$ cat config.mk
export PLATFORM = sky130hd
export DESIGN_NAME = ccsi_top
export DESIGN_NICKNAME = d
export VERILOG_FILES = /design/src/design/ccsi_pkg.sv /design/src/design/ccsi_blink.sv /design/src/design/ccsi_top.sv
export SDC_FILE = /design/constraint.sdc
export NUM_CORES = 1
export LEC_CHECK = 0
export ABC_AREA = 1
export BUFFER_PORTS_ARGS = -buffer_cell sky130_fd_sc_hd__buf_4
export CAP_MARGIN = 20
export CORE_UTILIZATION = 29
export CTS_BUF_LIST = sky130_fd_sc_hd__clkbuf_8
export CTS_CLUSTER_DIAMETER = 50
export DETAILED_ROUTE_END_ITERATION = 16
export PLACE_DENSITY_LB_ADDON = 0.15
export SETUP_SLACK_MARGIN = 0.05
export SLEW_MARGIN = 0
export SYNTH_ARGS = -nofsm -noshare
export SYNTH_HDL_FRONTEND = slang
export SYNTH_HIERARCHICAL = 1
export SYNTH_SLANG_ARGS = --single-unit
$ cat constraint.sdc
create_clock -name clk_i -period 2.95 [get_ports clk_i]
set_clock_uncertainty 0.15 [all_clocks]
set_input_delay 0.295 -clock clk_i [delete_from_list [all_inputs] [get_ports clk_i]]
set_output_delay 0.295 -clock clk_i [all_outputs]
set_load 0.02 [all_outputs]
$ cat src/design/ccsi_pkg.sv
// Constants and types shared by the communication card status indicators.
package ccsi_pkg;

  // Default system clock rate in hertz.
  localparam int CLK_HZ_DFLT = 50_000_000;
  // Base flash step: every flash half period is a whole number of steps.
  localparam int BASE_TICK_MS = 125;
  // Default prescaler length in clock cycles for one base step.
  localparam int TICK_CYC_DFLT = CLK_HZ_DFLT / 1000 * BASE_TICK_MS;
  // Prescaler counter width; holds TICK_CYC_DFLT with room to spare.
  localparam int PRESC_W = 24;

  // Half periods of the three flash rates, in milliseconds.
  localparam int HALF_1HZ_MS = 500;
  localparam int HALF_2HZ_MS = 250;
  localparam int HALF_4HZ_MS = 125;
  // The same half periods counted in base steps.
  localparam int HALF_1HZ_TICKS = HALF_1HZ_MS / BASE_TICK_MS;
  localparam int HALF_2HZ_TICKS = HALF_2HZ_MS / BASE_TICK_MS;
  localparam int HALF_4HZ_TICKS = HALF_4HZ_MS / BASE_TICK_MS;
  // Width of the step counter inside one flash generator.
  localparam int BLINK_CNT_W = 3;

  // Link state with the control board, as reported on link_state_i.
  typedef enum logic [1:0] {
    LINK_LOST,
    LINK_SETUP,
    LINK_UP
  } ccsi_link_type;

  // Register byte offsets on the Wishbone bus.
  localparam logic [7:0] REG_CTRL = 8'h00;
  localparam logic [7:0] REG_STATUS = 8'h04;
  localparam logic [7:0] REG_IRQ_STAT = 8'h08;
  localparam logic [7:0] REG_IRQ_EN = 8'h0C;
  localparam logic [7:0] REG_IRQ_CLR = 8'h10;

  // Control register fields and value after reset.
  localparam int CTRL_W = 2;
  localparam int CTRL_ETH_BIT = 0;
  localparam int CTRL_DIAG_BIT = 1;
  localparam logic [CTRL_W-1:0] CTRL_RST = 2'h2;

  // Interrupt status, enable and clear layout.
  localparam int IRQ_W = 4;
  localparam int IRQ_LOST_BIT = 0;
  localparam int IRQ_UP_BIT = 1;
  localparam int IRQ_FAULT_BIT = 2;
  localparam int IRQ_ONLINE_BIT = 3;
  localparam logic [IRQ_W-1:0] IRQ_EN_RST = 4'h0;

endpackage

$ cat src/design/ccsi_blink.sv
// Flash generator: toggles a phase after a fixed number of base steps.
`timescale 1ns/100ps
`default_nettype none

module ccsi_blink #(
  parameter int HALF_TICKS = 4 // Base steps per half period.
) (
  input wire logic clk_i, // System clock.
  input wire logic rst_i, // Synchronous reset, active high.
  input wire logic tick_i, // One-cycle base step pulse.
  output logic phase_o // Flash phase, lit when high.
);

  // All state of the generator.
  typedef struct packed {
    logic [ccsi_pkg::BLINK_CNT_W-1:0] cnt; // Steps in this half period.
    logic phase; // Current phase.
  } ccsi_blink_state_type;

  localparam logic [ccsi_pkg::BLINK_CNT_W-1:0] LAST =
    ccsi_pkg::BLINK_CNT_W'(HALF_TICKS - 1);

  ccsi_blink_state_type s_r; // Registered state.
  ccsi_blink_state_type s_nxt; // Next state.

  ////////////////////////////////////////////////////////////////////////
  // Next state. Lit and dark halves use the same count, so duty is even.
  always_comb begin
    s_nxt = s_r;
    if (tick_i) begin
      if (s_r.cnt == LAST) begin
        s_nxt.cnt = '0;
        s_nxt.phase = ~s_r.phase;
      end else begin
        s_nxt.cnt = s_r.cnt + 1'b1;
      end
    end
  end

  // State register.
  always_ff @(posedge clk_i) begin
    if (rst_i) begin
      s_r <= '0;
    end else begin
      s_r <= s_nxt;
    end
  end

  assign phase_o = s_r.phase;

  ////////////////////////////////////////////////////////////////////////
  // The phase only turns on a base step that closes a half period.
  a_phase_turn: assert property (@(posedge clk_i) disable iff (rst_i)
    $changed(s_r.phase) |-> $past(tick_i) && $past(s_r.cnt) == LAST)
    else $error("flash phase turned off a half period boundary");

endmodule

`default_nettype wire

$ cat src/design/ccsi_top.sv
// Status lamp controller of a fieldbus or Ethernet expansion card.
`timescale 1ns/100ps
`default_nettype none

module ccsi_top #(
  parameter int CLK_HZ = ccsi_pkg::CLK_HZ_DFLT, // System clock in hertz.
  parameter int TICK_CYC = CLK_HZ / 1000 * ccsi_pkg::BASE_TICK_MS // Step.
) (
  input wire logic clk_i, // System clock.
  input wire logic rst_i, // Synchronous reset, active high.
  input wire logic [1:0] link_state_i, // Control board link state.
  input wire logic power_i, // Control board feeds card power.
  input wire logic online_i, // Fieldbus online, data exchange possible.
  input wire logic offline_i, // Fieldbus offline, no data exchange.
  input wire logic cfg_err_i, // Configuration length mismatch.
  input wire logic prm_err_i, // Parameter length or content wrong.
  input wire logic asic_err_i, // Protocol chip initialisation failed.
  input wire logic phy_link_i, // Ethernet physical link good.
  input wire logic data_xchg_i, // Ethernet data exchange active.
  input wire logic tx_active_i, // Card is transmitting on the bus.
  input wire logic wb_cyc_i, // Wishbone cycle.
  input wire logic wb_stb_i, // Wishbone strobe.
  input wire logic wb_we_i, // Wishbone write enable.
  input wire logic [7:0] wb_adr_i, // Wishbone byte address.
  input wire logic [3:0] wb_sel_i, // Wishbone byte selects.
  input wire logic [31:0] wb_dat_i, // Wishbone write data.
  output logic [31:0] wb_dat_o, // Wishbone read data.
  output logic wb_ack_o, // Wishbone acknowledge.
  output logic irq_o, // Interrupt, high while enabled event is set.
  output logic link_status_lamp_o, // Control board link lamp.
  output logic online_lamp_o, // Online or network connection lamp.
  output logic offline_fault_lamp_o, // Fault or network traffic lamp.
  output logic power_lamp_o, // Power lamp.
  output logic rts_o // Request to send, high while transmitting.
);

  // All state of the controller.
  typedef struct packed {
    logic [ccsi_pkg::PRESC_W-1:0] presc; // Prescaler count.
    logic tick; // Base step pulse.
    logic [ccsi_pkg::CTRL_W-1:0] ctrl; // Control register.
    logic [ccsi_pkg::IRQ_W-1:0] irq_stat; // Sticky event bits.
    logic [ccsi_pkg::IRQ_W-1:0] irq_en; // Event enables.
    logic irq; // Interrupt output.
    logic [1:0] prev_link; // Link state one cycle ago.
    logic prev_fault; // Any error one cycle ago.
    logic prev_online; // Online one cycle ago.
    logic link_lamp; // Link lamp.
    logic online_lamp; // Online lamp.
    logic fault_lamp; // Offline or fault lamp.
    logic power_lamp; // Power lamp.
    logic rts; // Request to send.
    logic ack; // Bus acknowledge.
    logic [31:0] dat; // Bus read data.
  } ccsi_state_type;

  localparam logic [ccsi_pkg::PRESC_W-1:0] TICK_LAST =
    ccsi_pkg::PRESC_W'(TICK_CYC - 1);

  ccsi_state_type s_r; // Registered state.
  ccsi_state_type s_nxt; // Next state.
  logic ph1; // 1 Hz flash phase.
  logic ph2; // 2 Hz flash phase.
  logic ph4; // 4 Hz flash phase.

  ////////////////////////////////////////////////////////////////////////
  // Flash generators, all stepped by the same prescaler pulse so that the
  // three rates stay locked to each other.
  ccsi_blink #(.HALF_TICKS(ccsi_pkg::HALF_1HZ_TICKS)) u_blink1 (
    .clk_i(clk_i),
    .rst_i(rst_i),
    .tick_i(s_r.tick),
    .phase_o(ph1)
  );

  ccsi_blink #(.HALF_TICKS(ccsi_pkg::HALF_2HZ_TICKS)) u_blink2 (
    .clk_i(clk_i),
    .rst_i(rst_i),
    .tick_i(s_r.tick),
    .phase_o(ph2)
  );

  ccsi_blink #(.HALF_TICKS(ccsi_pkg::HALF_4HZ_TICKS)) u_blink4 (
    .clk_i(clk_i),
    .rst_i(rst_i),
    .tick_i(s_r.tick),
    .phase_o(ph4)
  );

  ////////////////////////////////////////////////////////////////////////
  // Next state: prescaler, lamps, events and the register bus.
  always_comb begin
    logic req; // New bus request this cycle.
    logic any_err; // Some fault condition active.
    logic [ccsi_pkg::IRQ_W-1:0] ev; // Events seen this cycle.
    logic [ccsi_pkg::IRQ_W-1:0] clr; // Bits cleared by software.
    logic eth; // Ethernet profile selected.
    logic diag; // Diagnosis enabled.
    req = 1'b0;
    any_err = 1'b0;
    ev = '0;
    clr = '0;
    eth = s_r.ctrl[ccsi_pkg::CTRL_ETH_BIT];
    diag = s_r.ctrl[ccsi_pkg::CTRL_DIAG_BIT];
    s_nxt = s_r;

    s_nxt.tick = 1'b0;
    if (s_r.presc == TICK_LAST) begin
      s_nxt.presc = '0;
      s_nxt.tick = 1'b1;
    end else begin
      s_nxt.presc = s_r.presc + 1'b1;
    end

    s_nxt.power_lamp = power_i;

    // Link lamp; an unused code is shown as a lost link.
    // steady during setup
    if (link_state_i == ccsi_pkg::LINK_SETUP) begin
      s_nxt.link_lamp = 1'b1;
    end else if (link_state_i == ccsi_pkg::LINK_UP) begin
      s_nxt.link_lamp = ph1;
    end else begin
      s_nxt.link_lamp = 1'b0;
    end

    if (eth) begin
      s_nxt.online_lamp = phy_link_i;
      s_nxt.fault_lamp = data_xchg_i ? 1'b1 : ph1;
    end else begin
      s_nxt.online_lamp = online_i;
      if (!diag) begin
        s_nxt.fault_lamp = 1'b0;
      end else if (asic_err_i) begin
        s_nxt.fault_lamp = ph4;
      end else if (prm_err_i) begin
        s_nxt.fault_lamp = ph2;
      end else if (cfg_err_i) begin
        s_nxt.fault_lamp = ph1;
      end else if (offline_i) begin
        s_nxt.fault_lamp = 1'b1;
      end else begin
        s_nxt.fault_lamp = ph1;
      end
    end

    if (!power_i) begin
      s_nxt.link_lamp = 1'b0;
      s_nxt.online_lamp = 1'b0;
      s_nxt.fault_lamp = 1'b0;
    end

    s_nxt.rts = tx_active_i;

    // Events are edges of the condition inputs.
    any_err = asic_err_i | prm_err_i | cfg_err_i;
    s_nxt.prev_link = link_state_i;
    s_nxt.prev_fault = any_err;
    s_nxt.prev_online = online_i;
    ev[ccsi_pkg::IRQ_LOST_BIT] = (link_state_i == ccsi_pkg::LINK_LOST) &&
                                 (s_r.prev_link != ccsi_pkg::LINK_LOST);
    ev[ccsi_pkg::IRQ_UP_BIT] = (link_state_i == ccsi_pkg::LINK_UP) &&
                               (s_r.prev_link != ccsi_pkg::LINK_UP);
    ev[ccsi_pkg::IRQ_FAULT_BIT] = any_err && !s_r.prev_fault;
    ev[ccsi_pkg::IRQ_ONLINE_BIT] = online_i != s_r.prev_online;

    // Bus slave: one wait state, ack drops the cycle after it is given.
    req = wb_cyc_i && wb_stb_i && !s_r.ack;
    s_nxt.ack = req;
    if (req && wb_we_i && wb_sel_i[0]) begin
      unique case (wb_adr_i)
        ccsi_pkg::REG_CTRL: begin
          s_nxt.ctrl = wb_dat_i[ccsi_pkg::CTRL_W-1:0];
        end
        ccsi_pkg::REG_IRQ_EN: begin
          s_nxt.irq_en = wb_dat_i[ccsi_pkg::IRQ_W-1:0];
        end
        ccsi_pkg::REG_IRQ_CLR: begin
          clr = wb_dat_i[ccsi_pkg::IRQ_W-1:0];
        end
        default: begin
          // Read-only or unmapped: the write is dropped.
        end
      endcase
    end
    // A set in the same cycle as its clear wins, so no event is lost.
    s_nxt.irq_stat = (s_r.irq_stat & ~clr) | ev;
    s_nxt.irq = |(s_nxt.irq_stat & s_nxt.irq_en);

    // Read data; unmapped and write-only offsets read as zero.
    if (req && !wb_we_i) begin
      unique case (wb_adr_i)
        ccsi_pkg::REG_CTRL: begin
          s_nxt.dat = {30'h0, s_r.ctrl};
        end
        ccsi_pkg::REG_STATUS: begin
          s_nxt.dat = {25'h0, s_r.rts, link_state_i, s_r.power_lamp,
                       s_r.fault_lamp, s_r.online_lamp, s_r.link_lamp};
        end
        ccsi_pkg::REG_IRQ_STAT: begin
          s_nxt.dat = {28'h0, s_r.irq_stat};
        end
        ccsi_pkg::REG_IRQ_EN: begin
          s_nxt.dat = {28'h0, s_r.irq_en};
        end
        default: begin
          s_nxt.dat = 32'h0;
        end
      endcase
    end else begin
      s_nxt.dat = 32'h0;
    end
  end

  ////////////////////////////////////////////////////////////////////////
  // State register; control takes its reset values here.
  always_ff @(posedge clk_i) begin
    if (rst_i) begin
      s_r <= '0;
      s_r.ctrl <= ccsi_pkg::CTRL_RST;
      s_r.irq_en <= ccsi_pkg::IRQ_EN_RST;
    end else begin
      s_r <= s_nxt;
    end
  end

  // Outputs straight from the state flops.
  assign wb_dat_o = s_r.dat;
  assign wb_ack_o = s_r.ack;
  assign irq_o = s_r.irq;
  assign link_status_lamp_o = s_r.link_lamp;
  assign online_lamp_o = s_r.online_lamp;
  assign offline_fault_lamp_o = s_r.fault_lamp;
  assign power_lamp_o = s_r.power_lamp;
  assign rts_o = s_r.rts;

  ////////////////////////////////////////////////////////////////////////
  // Checks on the lamp outputs, rts_o, the base step and the bus ack, one cycle behind their causes.
  a_link_setup_on: assert property (@(posedge clk_i) disable iff (rst_i)
    power_i && link_state_i == ccsi_pkg::LINK_SETUP |=> link_status_lamp_o)
    else $error("link lamp not steady during setup");

  a_link_up_flash: assert property (@(posedge clk_i) disable iff (rst_i)
    power_i && link_state_i == ccsi_pkg::LINK_UP
    |=> link_status_lamp_o == $past(ph1))
    else $error("link lamp not on the one second flash");

  a_link_lost_dark: assert property (@(posedge clk_i) disable iff (rst_i)
    link_state_i == ccsi_pkg::LINK_LOST |=> !link_status_lamp_o)
    else $error("link lamp lit with link lost");

  a_online_follow: assert property (@(posedge clk_i) disable iff (rst_i)
    power_i && !s_r.ctrl[ccsi_pkg::CTRL_ETH_BIT]
    |=> online_lamp_o == $past(online_i))
    else $error("online lamp does not follow online state");

  a_offline_steady: assert property (@(posedge clk_i) disable iff (rst_i)
    power_i && s_r.ctrl == ccsi_pkg::CTRL_RST && offline_i &&
    !asic_err_i && !prm_err_i && !cfg_err_i |=> offline_fault_lamp_o)
    else $error("fault lamp not steady while offline");

  a_not_offline: assert property (@(posedge clk_i) disable iff (rst_i)
    power_i && s_r.ctrl == ccsi_pkg::CTRL_RST && !offline_i &&
    !asic_err_i && !prm_err_i && !cfg_err_i
    |=> offline_fault_lamp_o == $past(ph1))
    else $error("fault lamp not flashing when not offline");

  a_cfg_one_hz: assert property (@(posedge clk_i) disable iff (rst_i)
    power_i && s_r.ctrl == ccsi_pkg::CTRL_RST && cfg_err_i &&
    !asic_err_i && !prm_err_i |=> offline_fault_lamp_o == $past(ph1))
    else $error("configuration error not shown at 1 Hz");

  a_prm_two_hz: assert property (@(posedge clk_i) disable iff (rst_i)
    power_i && s_r.ctrl == ccsi_pkg::CTRL_RST && prm_err_i && !asic_err_i
    |=> offline_fault_lamp_o == $past(ph2))
    else $error("parameter error not shown at 2 Hz");

  a_asic_four_hz: assert property (@(posedge clk_i) disable iff (rst_i)
    power_i && s_r.ctrl == ccsi_pkg::CTRL_RST && asic_err_i
    |=> offline_fault_lamp_o == $past(ph4))
    else $error("chip init error not shown at 4 Hz");

  a_diag_off_dark: assert property (@(posedge clk_i) disable iff (rst_i)
    s_r.ctrl == 2'h0 |=> !offline_fault_lamp_o)
    else $error("fault lamp lit with diagnosis disabled");

  a_power_lamp: assert property (@(posedge clk_i) disable iff (rst_i)
    !power_i |=> !power_lamp_o && !link_status_lamp_o && !online_lamp_o)
    else $error("lamp lit without card power");

  a_eth_connect: assert property (@(posedge clk_i) disable iff (rst_i)
    power_i && s_r.ctrl[ccsi_pkg::CTRL_ETH_BIT]
    |=> online_lamp_o == $past(phy_link_i))
    else $error("connection lamp does not follow physical link");

  a_eth_traffic: assert property (@(posedge clk_i) disable iff (rst_i)
    power_i && s_r.ctrl[ccsi_pkg::CTRL_ETH_BIT] && !data_xchg_i
    |=> offline_fault_lamp_o == $past(ph1))
    else $error("traffic lamp not flashing when idle");

  a_rts_follow: assert property (@(posedge clk_i) disable iff (rst_i)
    ##1 rts_o == $past(tx_active_i))
    else $error("request to send does not follow transmit");

  a_tick_spacing: assert property (@(posedge clk_i) disable iff (rst_i)
    s_r.tick |=> !s_r.tick)
    else $error("base step pulse longer than one cycle");

  a_ack_single: assert property (@(posedge clk_i) disable iff (rst_i)
    wb_ack_o |=> !wb_ack_o)
    else $error("bus acknowledge held two cycles");

endmodule

`default_nettype wire

==> flow_summary.rst <==
.. list-table::
   :header-rows: 1

   * - Metric
     - Value
   * - Final setup violation count
     - 0
   * - FF-to-FF Start
     - s_r[54]$_SDFF_PP0_
   * - Critical path data required time
     - between 3000 and 4000 ps
   * - Buffer levels on the longest clock path
     - 2
   * - CTS clock-pin slew for the worst setup and hold paths
     - 80 ps
   * - Critical Path Source Type
     - flip-flop
   * - Critical Path Source
     - s_r[54]$_SDFF_PP0_
   * - Initial antenna violation count
     - 0
   * - Synthesized-area fraction occupied by ao, oa, aoi and oai cells
     - 0.0751
   * - Core box area
     - ~11000 um2
   * - Layer with the highest usage
     - met2
   * - Worst min-delay path category
     - in -> reg
   * - Number of global-route vias before repair
     - 2609
   * - Final-layout setup total negative slack
     - 0 ps
   * - Cell depth of the worst flop-to-flop path
     - 8
   * - Cells along the critical path
     - ha_1 > nand2_2 > nor2_4 > nand2_2 > nor4_4 > nand3_2 > nand2_4 > nor2_1
   * - Die Span Y
     - 109 um
   * - All-layer global routing usage
     - 0.131
   * - Library cell with the largest summed area after synthesis
     - sky130_fd_sc_hd__dfxtp_1
   * - Endpoint class of the critical path
     - flip-flop
   * - Global placer's final weighted congestion
     - 0.771
   * - Layout Utilization
     - 0.352
   * - Share of post-route cells with drive strength above 1
     - 0.167
   * - Initial core utilization
     - 0.302
   * - Run status
     - finished, final reports clean
   * - Total global routing overflow
     - 0
   * - Area Overhead vs Synth
     - 16.5%
   * - Area share of xor/xnor cells in the synthesized design
     - 0.0184
   * - Number of buffers inserted during clock tree synthesis
     - 9
   * - Count of buffer and inverter cells on the critical path
     - 0
   * - Setup slack of the most critical reg-to-reg path
     - 1020 ps
   * - Avg Vias per Cell
     - approximately 4.3
   * - Warnings, synthesis
     - 6
   * - Distinct cells, synth
     - 37
   * - Netlist Area Pre-Place
     - 3330 um2
   * - Category of cells accounting for the largest share of critical-path delay
     - simple AND/OR/NAND/NOR gates
   * - DIE WIDTH
     - 109 um
   * - Worst Path Max Fanout
     - 23
   * - End of the worst register-to-register path
     - s_r[70]$_SDFF_PP0_
   * - Most numerous cell on the critical path
     - sky130_fd_sc_hd__nand2_2
   * - Clock insertion delay at the later pin of the skew report
     - ~360 ps
   * - Met3 Usage GRT
     - 0.0418
   * - Post-cts resize count
     - 0
   * - Number of detailed-route iterations in the first pass
     - 4
   * - GRT met2 Usage
     - 0.203
   * - Port Buffer Count
     - 42
   * - Main combinational cell family by area after synthesis
     - simple AND/OR/NAND/NOR gates
   * - Register bit count reported by yosys
     - 65
   * - Max-slew violations
     - 0
   * - Fraction of the yosys area taken by sequential cells
     - 0.391
   * - Unrepaired setup endpoints after global routing
     - no
   * - Count of mapped cells out of synthesis
     - 466
   * - Worst-case headroom to the max-slew limit
     - 0.666
   * - Area share of fa/ha/maj cells after synthesis
     - 0.0150
   * - Area share of the largest cell type after synthesis
     - 0.391
   * - CTS tree
     - built
   * - Cell type of the slowest stage on the worst timing path
     - sky130_fd_sc_hd__dfxtp_1
   * - Max Clk Rate
     - 0.518 GHz
   * - Antenna diodes
     - 0
   * - Slew @ Worst Pin
     - 500 ps
   * - Die area
     - 11900 um2
   * - Number of violations reported at the end of detailed-routing iteration 0
     - 121
   * - Min Clock Period, post-route
     - between 1500 and 2000 ps
   * - Total of max-cap violations
     - 0
   * - Fillers
     - between 1000 and 1500
   * - Delay contributed by the slowest stage of the critical path
     - 430 ps
   * - First-pass GRT wire length
     - 11800 um
   * - Max rail drop VDD
     - 0.000179 V
   * - Number of stages on the worst setup path
     - 8
   * - Simple logic cell fraction of the synthesized area
     - 0.347
   * - Average instance area after synthesis
     - 7.15 um2
   * - Cell at the root of the clock tree
     - sky130_fd_sc_hd__clkbuf_8
   * - Antenna Nets Post-Route
     - 0
   * - Total detailed-routing wirelength
     - 7210 um
   * - Post-route clock period utilization
     - 0.654
   * - H-tree depth reported by CTS
     - 3
   * - Pin count of the biggest net entering global routing
     - 25
   * - Nets
     - roughly 570
   * - Num rows
     - 38
   * - Vias
     - 2804
   * - Routed wire length per instance
     - around 11 um
   * - Met1 Use GR
     - 0.168
   * - Static leakage power
     - 1.65 nW
   * - Pwr per Cell Area
     - approximately 490 nW/um2
   * - Number of remaining DRC errors
     - 0
   * - Top cells by area in the synthesized netlist
     - sky130_fd_sc_hd__dfxtp_1 (39%), sky130_fd_sc_hd__nand2_1 (12%), sky130_fd_sc_hd__buf_4 (7.2%)
   * - Ports
     - 99
   * - Half-perimeter wire length after placement
     - roughly 5400 um
   * - Clock Sink Count
     - 65
   * - CP Class
     - reg -> reg
   * - Register cell area after layout
     - between 1000 and 1500 um2
   * - Worst setup endpoint
     - s_r[70]$_SDFF_PP0_
   * - Crit path arrival time
     - 2010 ps
   * - Final hold viol count
     - 0
   * - Multiplexer share of the synthesized area
     - 0
   * - Area used by multi-input combinational logic
     - 1610 um2
[synth_stat cells (all sizes together)]
library cell,number
a21oi,32
a31oi,2
buf,34
clkbuf,2
clkinv,1
conb,1
dfxtp,65
ha,4
inv,62
nand2,115
nand3,28
nand3b,2
nand4,10
nor2,66
nor3,14
nor3b,1
nor4,3
o211ai,4
o21ai,8
o31ai,1
or2,4
xnor2,3
xor2,4
[sequential cells by signal, summed over array words and instances, names as in the netlist, 3 cells and up]
name and cells:
s_r 39, u_blink1/s_r 3, u_blink4/s_r 3, wb_dat_o 7, u_blink2/s_r 3
[layout make-up]
type / instances / area share
multi-input combinational: 326 / 0.416
sequential: 65 / 0.335
timing repair buffer: 44 / 0.0864
inverter: 63 / 0.0609
tap: 140 / 0.0451
clock buffer: 10 / 0.0355
clock inverter: 6 / 0.0213
[cell usage in the layout (no fill, tap or decap), types with 11 or more instances in the layout]
cell,count
sky130_fd_sc_hd__conb_1,25
sky130_fd_sc_hd__inv_1,60
sky130_fd_sc_hd__buf_4,42
sky130_fd_sc_hd__nand2_1,109
sky130_fd_sc_hd__a21oi_1,32
sky130_fd_sc_hd__nor3_1,11
sky130_fd_sc_hd__nand3_1,24
sky130_fd_sc_hd__dfxtp_1,65
sky130_fd_sc_hd__nor2_1,58
[logic make-up (layout without fill, tap and decap cells)]
kind of cell               Yosys count  count (layout)
buffers and inverters               99             123
other                                1              25
DFF                                 65              65
adders and majority gates            4               4
and+or+nand+nor                    243             243
AOI/OAI and AO/OA                   47              47
xor gates and xnor gates             7               7
[worst min path at each step]
stage | start | to | slack [ps] | depth (start not counted)
final | online_i | s_r[38]$_SDFF_PP0_ | 20 | 3
after global routing | cfg_err_i | s_r[39]$_SDFF_PP0_ | 20 | 3
after global placement | u_blink1/s_r[3]$_SDFFE_PP0P_ | u_blink1/s_r[3]$_SDFFE_PP0P_ | 290 | 2
after CTS | online_i | s_r[38]$_SDFF_PP0_ | 10 | 3
after detailed placement | rts_o$_SDFF_PP0_ | wb_dat_o[6]$_SDFF_PP0_ | 300 | 2
after floorplan | rst_i | u_blink1/s_r[1]$_SDFFE_PP0P_ | 210 | 1
[layer usage]
metal  wire [um]  vias to the layer above
met2        3190                       64
li1            -                     1501
met1        3550                     1230
met4          78                        0
met3         391                        9
met5           0                        -
[metrics by stage]
step	power (mW)	hold WS (ps)	cell area, um2	setup WS (ps)	cells
after floorplan	1.03	214	3420	1300	490
after global placement	1.05	287	3640	1010	636
after detailed placement	1.05	301	3640	1000	636
after CTS	1.91	9.79	3880	975	654
after global routing	1.97	17.7	3880	768	654
final	1.89	21.1	3880	1020	654
[worst register-to-register path, cell delays in order, from the launching register on]
cell	delay [ps]
sky130_fd_sc_hd__dfxtp_1	430
sky130_fd_sc_hd__ha_1	220
sky130_fd_sc_hd__nand2_2	80
sky130_fd_sc_hd__nor2_4	160
sky130_fd_sc_hd__nand2_2	120
sky130_fd_sc_hd__nor4_4	160
sky130_fd_sc_hd__nand3_2	150
sky130_fd_sc_hd__nand2_4	260
sky130_fd_sc_hd__nor2_1	80
[what timing repair did]
action                    CTS  global route
buffers inserted            0             0
hold endpoints to repair    2             0
hold buffers                2             0
[where the power goes]
group / switching (mW) / leakage, nW / total, mW / internal [mW]
registers: 0.00897 / 0.527 / 0.900 / 0.891
clock network: 0.362 / 0.117 / 0.857 / 0.494
logic: 0.0838 / 1.00 / 0.131 / 0.0474
Note: power is estimated with default switching activity, not from simulation.
